## config.mk

```make
export PLATFORM = sky130hd
export DESIGN_NAME = ccd_exec
export DESIGN_NICKNAME = d
export VERILOG_FILES = /design/src/design/ccd_exec.v
export VERILOG_INCLUDE_DIRS = /design/src /design/src/design
export SDC_FILE = /design/constraint.sdc
export NUM_CORES = 2
export LEC_CHECK = 0
export BUFFER_PORTS_ARGS = -buffer_cell sky130_fd_sc_hd__buf_4
export CORE_ASPECT_RATIO = 0.7
export CORE_MARGIN = 4
export CORE_UTILIZATION = 40
export DETAILED_ROUTE_END_ITERATION = 8
export SLEW_MARGIN = 40
export SYNTH_ARGS = -nofsm -noshare
export SYNTH_HDL_FRONTEND = slang
export SYNTH_SLANG_ARGS = --single-unit
```

## constraint.sdc

```tcl
create_clock -name hclk -period 12.1 [get_ports hclk]
set_input_delay 1.21 -clock hclk [delete_from_list [all_inputs] [get_ports hclk]]
set_output_delay 1.21 -clock hclk [all_outputs]
set_load 0.01 [all_outputs]
```

## src/design/ccd_exec_map.vh

```
// ccd_exec_map.vh: register map, opcode masks and field positions
// assumes: included by the executor, 32-bit AHB-Lite data, word access
`ifndef CCD_EXEC_MAP_VH
`define CCD_EXEC_MAP_VH

// ****************************************************
// register byte offsets (haddr[9:0])
// ****************************************************
`define CCD_R_INSTR 10'h000
`define CCD_R_ACC 10'h004
`define CCD_R_STATUS 10'h008
`define CCD_R_PC 10'h00C
`define CCD_R_PAGE 10'h010
`define CCD_R_STKTOP 10'h014
`define CCD_R_WDOG 10'h018
`define CCD_R_INFO 10'h01C
`define CCD_R_CYCLES 10'h020
// file window: byte offset 0x200 + 4*f, f in 0..127
`define CCD_FILE_SEL 9
`define CCD_FILE_HI 8
`define CCD_FILE_LO 2

// ****************************************************
// status bit positions
// ****************************************************
`define CCD_ST_Z 2
`define CCD_ST_PWRDN 3
`define CCD_ST_TMOUT 4

// ****************************************************
// instruction word fields
// ****************************************************
`define CCD_IW 14
`define CCD_OP_WDCLR 14'h0064
`define CCD_CALL_HI 13
`define CCD_CALL_LO 11
`define CCD_CALL_CODE 3'h4
`define CCD_OP_HI 13
`define CCD_OP_LO 8
`define CCD_OP_CPL 6'h09
`define CCD_OP_DEC 6'h03
`define CCD_OP_DECSKIP 6'h0B
`define CCD_OP_CLR 6'h01
`define CCD_DEST_BIT 7
`define CCD_FA_HI 6
`define CCD_K_HI 10
`define CCD_PG_HI 4
`define CCD_PG_LO 3

// ****************************************************
// sizes and constants
// ****************************************************
`define CCD_PCW 13
`define CCD_SPW 3
`define CCD_STK_DEPTH 8
`define CCD_FILE_DEPTH 128
`define CCD_ZERO8 8'h00
`define CCD_ONE8 8'h01
`define CCD_PC_ONE 13'h0001
`define CCD_SP_ONE 3'h1
`define CCD_CYC_ONE 16'h0001
`define CCD_CYC_TWO 16'h0002
`define CCD_PRE_ONE 8'h01
`define CCD_PRE_TOP 8'hFF
`define CCD_CYC_ZERO 16'h0000
`define CCD_ADDR_ZERO 10'h000
`define CCD_WORD_ZERO 32'h0000_0000

`endif

```

## src/design/ccd_exec.v

```verilog
// ccd_exec.v: instruction executor for watchdog clear, call, complement,
// clear, decrement and decrement-skip, with its AHB-Lite register slave
// assumes: single slave on the bus, word transfers only, hclk 200 MHz
// assumes: file memory and return stack are not reset; write before reading
//
// Notes on behaviour
// - watchdog clear zeroes the watchdog counter and its prescaler.
// - watchdog clear sets timeout and powerdown flags; other flags stay.
// - call pushes program counter plus one onto the return stack top.
// - call loads pc[10:0] from immediate, pc[12:11] from page latch [4:3].
// - call takes an 11-bit target, two cycles, no flag change.
// - complement inverts addressed file register; only zero flag updates.
// - destination bit 0 stores to accumulator, 1 back to file register.
// - clear-file writes 00h to the file register and sets zero flag.
// - decrement subtracts one, stores to destination, updates zero flag only.
// - clear-accumulator writes 00h to accumulator and sets zero flag.
// - decrement-skip subtracts one into destination, no flag change.
// - zero decrement-skip result discards next instruction as a no-op.
//
// Design decisions made here: the AHB-Lite register port and the register offsets.
`timescale 1ns/1ps
`include "ccd_exec_map.vh"

module ccd_exec (
  // clock and reset
  input wire hclk,
  input wire hresetn,
  // ahb-lite slave
  input wire hsel,
  input wire [31:0] haddr,
  input wire [1:0] htrans,
  input wire hwrite,
  input wire [2:0] hsize,
  input wire [31:0] hwdata,
  input wire hready,
  output wire hreadyout,
  output wire hresp,
  output reg [31:0] hrdata
);

  // ****************************************************
  // bus data phase tracking
  // ****************************************************
  reg dp_valid_q;
  reg dp_wr_q;
  reg [9:0] dp_addr_q;
  reg rd_done_q;

  // reads take one wait state so a write in the previous data
  // phase is always visible to the read that follows it
  assign hreadyout = ~(dp_valid_q & ~dp_wr_q & ~rd_done_q);
  assign hresp = 1'b0;

  always @(posedge hclk or negedge hresetn) begin
    if (!hresetn) begin
      dp_valid_q <= 1'b0;
      dp_wr_q <= 1'b0;
      dp_addr_q <= `CCD_ADDR_ZERO;
      rd_done_q <= 1'b0;
    end else begin
      rd_done_q <= dp_valid_q & ~dp_wr_q & ~rd_done_q;
      if (hready) begin
        dp_valid_q <= hsel & htrans[1];
        dp_wr_q <= hwrite;
        dp_addr_q <= haddr[9:0];
      end
    end
  end

  wire wr_go = dp_valid_q & dp_wr_q;
  wire rd_go = dp_valid_q & ~dp_wr_q & ~rd_done_q;
  wire is_file = dp_addr_q[`CCD_FILE_SEL];
  wire [6:0] bus_fa = dp_addr_q[`CCD_FILE_HI:`CCD_FILE_LO];

  // ****************************************************
  // core state
  // ****************************************************
  reg [7:0] file_mem [0:`CCD_FILE_DEPTH-1];
  reg [`CCD_PCW-1:0] stk_mem [0:`CCD_STK_DEPTH-1];
  reg [7:0] acc_q;
  reg z_q;
  reg pwrdn_n_q;
  reg tmout_n_q;
  reg [`CCD_PCW-1:0] pc_q;
  reg [7:0] page_q;
  reg [`CCD_SPW-1:0] sp_q;
  reg skip_q;
  reg [7:0] wdog_q;
  reg [7:0] pre_q;
  reg [15:0] cyc_q;
  reg [`CCD_IW-1:0] last_ins_q;

  // ****************************************************
  // decode
  // ****************************************************
  wire exec = wr_go & ~is_file & (dp_addr_q == `CCD_R_INSTR);
  wire [`CCD_IW-1:0] ins = hwdata[`CCD_IW-1:0];
  wire [5:0] op = ins[`CCD_OP_HI:`CCD_OP_LO];
  wire dest = ins[`CCD_DEST_BIT];
  wire [6:0] fa = ins[`CCD_FA_HI:0];
  wire [7:0] fval = file_mem[fa];
  wire is_wdc = (ins == `CCD_OP_WDCLR);
  wire is_call = (ins[`CCD_CALL_HI:`CCD_CALL_LO] == `CCD_CALL_CODE);
  wire is_complement_file_op = (op == `CCD_OP_CPL);
  wire is_decrement_file_op = (op == `CCD_OP_DEC);
  wire is_dsz = (op == `CCD_OP_DECSKIP);
  wire is_clear_file_op = (op == `CCD_OP_CLR) & dest;
  wire is_clear_accumulator_op = (op == `CCD_OP_CLR) & ~dest;
  // a pending skip turns the fetched word into a no-op
  wire run = exec & ~skip_q;
  wire [`CCD_PCW-1:0] pc_next = pc_q + `CCD_PC_ONE;

  reg [7:0] res;
  reg wr_f;
  reg wr_w;
  reg upd_z;

  always @* begin
    res = `CCD_ZERO8;
    wr_f = 1'b0;
    wr_w = 1'b0;
    upd_z = 1'b0;
    if (is_complement_file_op) begin
      res = ~fval;
      wr_f = dest;
      wr_w = ~dest;
      upd_z = 1'b1;
    end else if (is_decrement_file_op || is_dsz) begin
      res = fval - `CCD_ONE8;
      wr_f = dest;
      wr_w = ~dest;
      upd_z = is_decrement_file_op;
    end else if (is_clear_file_op) begin
      wr_f = 1'b1;
      upd_z = 1'b1;
    end else if (is_clear_accumulator_op) begin
      wr_w = 1'b1;
      upd_z = 1'b1;
    end
  end

  wire res_zero = (res == `CCD_ZERO8);

  // ****************************************************
  // file registers and return stack (no reset on arrays)
  // ****************************************************
  always @(posedge hclk) begin
    if (wr_go && is_file) begin
      file_mem[bus_fa] <= hwdata[7:0];
    end else if (run && wr_f) begin
      file_mem[fa] <= res;
    end
    if (run && is_call) begin
      stk_mem[sp_q] <= pc_next;
    end
  end

  // ****************************************************
  // watchdog counter and prescaler
  // ****************************************************
  // free-running: the prescaler wraps into the counter; there is no
  // time-out action here, software only observes the count
  wire wdc_run = run & is_wdc;

  always @(posedge hclk or negedge hresetn) begin
    if (!hresetn) begin
      wdog_q <= `CCD_ZERO8;
      pre_q <= `CCD_ZERO8;
    end else if (wdc_run) begin
      // clear wins over a wrap falling in the same cycle
      wdog_q <= `CCD_ZERO8;
      pre_q <= `CCD_ZERO8;
    end else begin
      pre_q <= pre_q + `CCD_PRE_ONE;
      if (pre_q == `CCD_PRE_TOP) begin
        wdog_q <= wdog_q + `CCD_ONE8;
      end
    end
  end

  // ****************************************************
  // status flags
  // ****************************************************
  // flags move only on a running word or a status write
  wire sw_wr = wr_go & ~is_file;

  always @(posedge hclk or negedge hresetn) begin
    if (!hresetn) begin
      z_q <= 1'b0;
      pwrdn_n_q <= 1'b1;
      tmout_n_q <= 1'b1;
    end else if (run) begin
      if (upd_z) begin
        z_q <= res_zero;
      end
      if (is_wdc) begin
        tmout_n_q <= 1'b1;
        pwrdn_n_q <= 1'b1;
      end
    end else if (sw_wr && (dp_addr_q == `CCD_R_STATUS)) begin
      z_q <= hwdata[`CCD_ST_Z];
      pwrdn_n_q <= hwdata[`CCD_ST_PWRDN];
      tmout_n_q <= hwdata[`CCD_ST_TMOUT];
    end
  end

  // ****************************************************
  // accumulator
  // ****************************************************
  always @(posedge hclk or negedge hresetn) begin
    if (!hresetn) begin
      acc_q <= `CCD_ZERO8;
    end else if (run && wr_w) begin
      acc_q <= res;
    end else if (sw_wr && (dp_addr_q == `CCD_R_ACC)) begin
      acc_q <= hwdata[7:0];
    end
  end

  // ****************************************************
  // program counter, page latch, stack pointer and skip
  // ****************************************************
  // the pointer wraps after eight pushes; deeper nesting
  // silently overwrites the oldest return address
  always @(posedge hclk or negedge hresetn) begin
    if (!hresetn) begin
      pc_q <= {`CCD_PCW{1'b0}};
      page_q <= `CCD_ZERO8;
      sp_q <= {`CCD_SPW{1'b0}};
      skip_q <= 1'b0;
      last_ins_q <= {`CCD_IW{1'b0}};
    end else begin
      if (exec) begin
        last_ins_q <= ins;
      end
      if (exec && skip_q) begin
        // discarded word: costs the second cycle and one pc step
        skip_q <= 1'b0;
        pc_q <= pc_next;
      end else if (run) begin
        if (is_call) begin
          // only two page bits take part, the rest of the latch is spare
          sp_q <= sp_q + `CCD_SP_ONE;
          pc_q <= {page_q[`CCD_PG_HI:`CCD_PG_LO],
                   ins[`CCD_K_HI:0]};
        end else begin
          pc_q <= pc_next;
        end
        if (is_dsz && res_zero) begin
          skip_q <= 1'b1;
        end
      end else if (sw_wr) begin
        case (dp_addr_q)
          `CCD_R_PC: begin
            pc_q <= hwdata[`CCD_PCW-1:0];
          end
          `CCD_R_PAGE: begin
            page_q <= hwdata[7:0];
          end
          `CCD_R_INFO: begin
            skip_q <= 1'b0;
          end
          default: begin
            skip_q <= skip_q;
          end
        endcase
      end
    end
  end

  // ****************************************************
  // instruction cycle counter
  // ****************************************************
  // 16 bits wrap silently; software should read differences
  always @(posedge hclk or negedge hresetn) begin
    if (!hresetn) begin
      cyc_q <= `CCD_CYC_ZERO;
    end else if (run && is_call) begin
      cyc_q <= cyc_q + `CCD_CYC_TWO;
    end else if (exec) begin
      cyc_q <= cyc_q + `CCD_CYC_ONE;
    end
  end

  // ****************************************************
  // read mux, registered into hrdata
  // ****************************************************
  // a stack read before any call returns an unwritten entry
  wire [`CCD_SPW-1:0] sp_top = sp_q - `CCD_SP_ONE;
  reg [31:0] rd_val;

  always @* begin
    rd_val = `CCD_WORD_ZERO;
    if (is_file) begin
      rd_val[7:0] = file_mem[bus_fa];
    end else begin
      case (dp_addr_q)
        `CCD_R_INSTR: begin
          rd_val[`CCD_IW-1:0] = last_ins_q;
        end
        `CCD_R_ACC: begin
          rd_val[7:0] = acc_q;
        end
        `CCD_R_STATUS: begin
          rd_val[`CCD_ST_Z] = z_q;
          rd_val[`CCD_ST_PWRDN] = pwrdn_n_q;
          rd_val[`CCD_ST_TMOUT] = tmout_n_q;
        end
        `CCD_R_PC: begin
          rd_val[`CCD_PCW-1:0] = pc_q;
        end
        `CCD_R_PAGE: begin
          rd_val[7:0] = page_q;
        end
        `CCD_R_STKTOP: begin
          rd_val[`CCD_PCW-1:0] = stk_mem[sp_top];
        end
        `CCD_R_WDOG: begin
          rd_val[15:0] = {pre_q, wdog_q};
        end
        `CCD_R_INFO: begin
          rd_val[3:0] = {sp_q, skip_q};
        end
        `CCD_R_CYCLES: begin
          rd_val[15:0] = cyc_q;
        end
        default: begin
          rd_val = `CCD_WORD_ZERO;
        end
      endcase
    end
  end

  // held between reads so a late sampler still sees the last word
  always @(posedge hclk or negedge hresetn) begin
    if (!hresetn) begin
      hrdata <= `CCD_WORD_ZERO;
    end else if (rd_go) begin
      hrdata <= rd_val;
    end
  end

endmodule

```

==> results.yml <==
run_status:
  status: "finished, final reports clean"
pwr:
  swShare: 0.241
  p_int_mw: 7.21
  power_density_mw_per_mm2: 146
  clkPwrFrac: 0.390
  vdd_drop_max_mv: 0.122
  seqPwrFrac: 0.501
  p_leak_nw: 20.7
  p_total_mw: 9.50
  p_comb_frac: 0.109
  switchingPower_mw: 2.29
timing:
  relSlewSlack: 0.417
  fin_ws_ns: 5.63
  final_hold_viol_count: 0
  rsz0062_at_grt: "false"
  slew_violations: 0
  fin_crit_ns: 6.47
  finalCritPeriodShare: 0.535
  fmax_mhz: 155
  final.setup_skew_ns: 0.0455
  setup_viol: 0
  tns_ns: 0
  worst_slew_pin_slew_ns: 0.871
hold_path:
  hold_class: "register to register"
cts:
  cts_root_buffer: "clkbuf_16"
  htreeDepth: 3
  cts.repair.resized: 0
  cts_setup_buffers: 0
  cts_tree: "done"
  cts_hold_buffers: 0
  cts.clk_slew.worst_paths_ns: 0.07
  clock_latency_ns: 0.74
  cts_inserted_buffers: 116
  cts.sinks: 1239
  ctsLongestPathBuffers: 3
worst_setup_path:
  startpoint_type: "input port"
  required_ns: 12.50
  arrival_ns: 6.87
  crit_fanout: 76
  critPathCaptureType: "register"
  crit_type: "input port to register"
placement:
  hpwl_um: 110000
  pre_cts_slack_ns: 4.73
  portBuffers: 46
  place_congestion: 0.883
floorplan:
  start_util: 0.405
  rows: 116
  die_h_um: 327
  die_w_um: 464
  core_area_mm2: 0.144
  die-area_mm2: 0.152
  io_pins: 108
grt:
  antenna_found_initial: 5
  grt_pass1_vias: 32300
  grt_max_degree: 112
  grt_use_total: 0.222
  grt_overflow_total: 0
  grt_pass1_wl_um: 243000
yosys:
  synth.distinct_cells: 74
  yosys_warnings: 0
  ys_seq_area_frac: 0.630
  ys_seq_elements: 1239
  yosys-top-cells-area: "edfxtp_1 58%, mux4_2 22%, dfrtp_1 4.7%"
  synthArstFlopShare: 0.0896
  synth_top_area_share: 0.582
  synth_edf_count: 1128
  yosysTopAreaCell: "edfxtp_1"
  syn_area_mm2: 0.0582
  avgSynthCellArea_um2: 18.0
  synth_flop_cell: "edfxtp_1"
  syn_inst: 3227
flow_run:
  cap_viol_max_count: 0
drt:
  avgRoutedWirePerCell_um: 32.4
  dr.first_iter.drc_count: 4479
  drt-total-wl_um: 170000
  drc: 0
  postRouteAntennaNets: 0
  vias: 33100
  firstDrtPassIters: 8
  vias_per_cell: 6.32
final_layout:
  final_nets: 3335
  drive_gt1_frac: 0.325
  final_common_cell: "edfxtp_1"
  synthToLayoutAreaGrowth_pct: 11.7
  layout_common_cells: "1,128 x edfxtp_1, 581 x mux4_2, 187 x nand2_1"
==> flip-flops by register name, indices dropped and copies added (netlist names), 10 cells and up <==
signal	flops
dp_addr_q	10
stk_mem	104
hrdata	16
cyc_q	16
last_ins_q	14
pc_q	13
file_mem	1024
==> cell families (layout without fill, tap and decap cells) <==
| family | count (synthesis) | count (layout) | share of synthesized area |
|---|---|---|---|
| flip-flops | 1239 | 1239 | 0.630 |
| multiplexers | 778 | 778 | 0.259 |
| AND/OR/NAND/NOR | 566 | 566 | 0.0425 |
| AO/OA/AOI/OAI | 319 | 319 | 0.0365 |
| buffers and inverters | 269 | 375 | 0.0227 |
| XOR/XNOR | 47 | 47 | 0.00708 |
| adder cells (fa/ha/maj) | 8 | 8 | 0.00172 |
| other | 1 | 20 | 0.0000645 |
==> synth_stat cells (all sizes together) (6+ instances only) <==
library cell,number
mux4,581
nor3b,9
a222oi,6
buf,114
nor2,230
nor3,16
mux2,23
nand3b,6
nand3,38
and3,14
mux2i,174
edfxtp,1128
nor4,7
a221oi,17
ha,8
a21oi,66
a41oi,6
xnor2,21
o22ai,9
a22oi,27
nor2b,12
nand4,9
inv,16
clkbuf,136
a211oi,9
o2111ai,7
and2,16
xor2,26
o221ai,20
nand2,191
a31oi,11
o21ai,98
dfrtp,109
==> routing by layer <==
layer,track usage,vias up,share of wire
li1,-,13400,-
met1,0.339,17800,0.44
met2,0.314,1680,0.43
met3,0.0649,247,0.11
met4,0.0474,4,0.021
met5,0,-,0.00012
==> final timing paths <==
kind | start | slack, ns | end | cells past startpoint
max reg2reg | dp_addr_q[4]$_DFFE_PN0P_ | 6.56 | file_mem[10][5]$_DFFE_PP_ | 12
min | last_ins_q[7]$_DFFE_PN0P_ | 0.48 | last_ins_q[7]$_DFFE_PN0P_ | 2
min reg2reg | last_ins_q[7]$_DFFE_PN0P_ | 0.48 | last_ins_q[7]$_DFFE_PN0P_ | 2
max in group asynchronous | hresetn | 10.53 | dp_addr_q[5]$_DFFE_PN0P_ | 2
max | hwdata[0] | 5.63 | file_mem[17][5]$_DFFE_PP_ | 14
min in group asynchronous | hresetn | 0.49 | hrdata[8]$_DFFE_PN0P_ | 1
==> per-stage QoR <==
step | utilization | hold WS [ns] | cell area [µm²] | std cells
after floorplan | - | 0.442 | 58200 | 3243
after global placement | 0.422 | 0.458 | 60600 | 5016
after detailed placement | 0.425 | 0.465 | 61100 | 5021
after CTS | 0.452 | 0.463 | 64900 | 5235
after global routing | 0.452 | 0.499 | 65000 | 5238
final | 0.452 | 0.480 | 65000 | 5240
==> critical path, cell delays in order <==
cell and delay, ns:
buf_8 0.10, buf_16 0.30, buf_16 0.32, buf_12 0.47, mux4_2 0.62, mux4_2 0.61, a2111oi_0 0.66, a211oi_2 0.20
o31ai_1 0.34, xor2_1 0.17, nand2_1 0.15, o21ai_4 0.17, buf_4 0.58, buf_4 0.68
==> power groups by stage <==
stage | logic, mW | registers, mW | clock network, mW
floorplan | 0.646 | 4.83 | 0
global route | 1.08 | 4.76 | 3.94
detailed placement | 1.02 | 4.85 | 0
global placement | 1.01 | 4.85 | 0
finish | 1.04 | 4.76 | 3.70
CTS | 1.02 | 4.76 | 3.76
==> final cells by class <==
class	count	area, µm²
diodes	3	7.51
clock buffers	151	3190
clock inverters	63	587
fillers	12300	78700
inverters	19	71.3
multi-input cells	1735	20900
flip-flops and latches	1239	36700
well taps	1888	2360
repair buffers	142	1260
(Power assumes the default switching activity.)
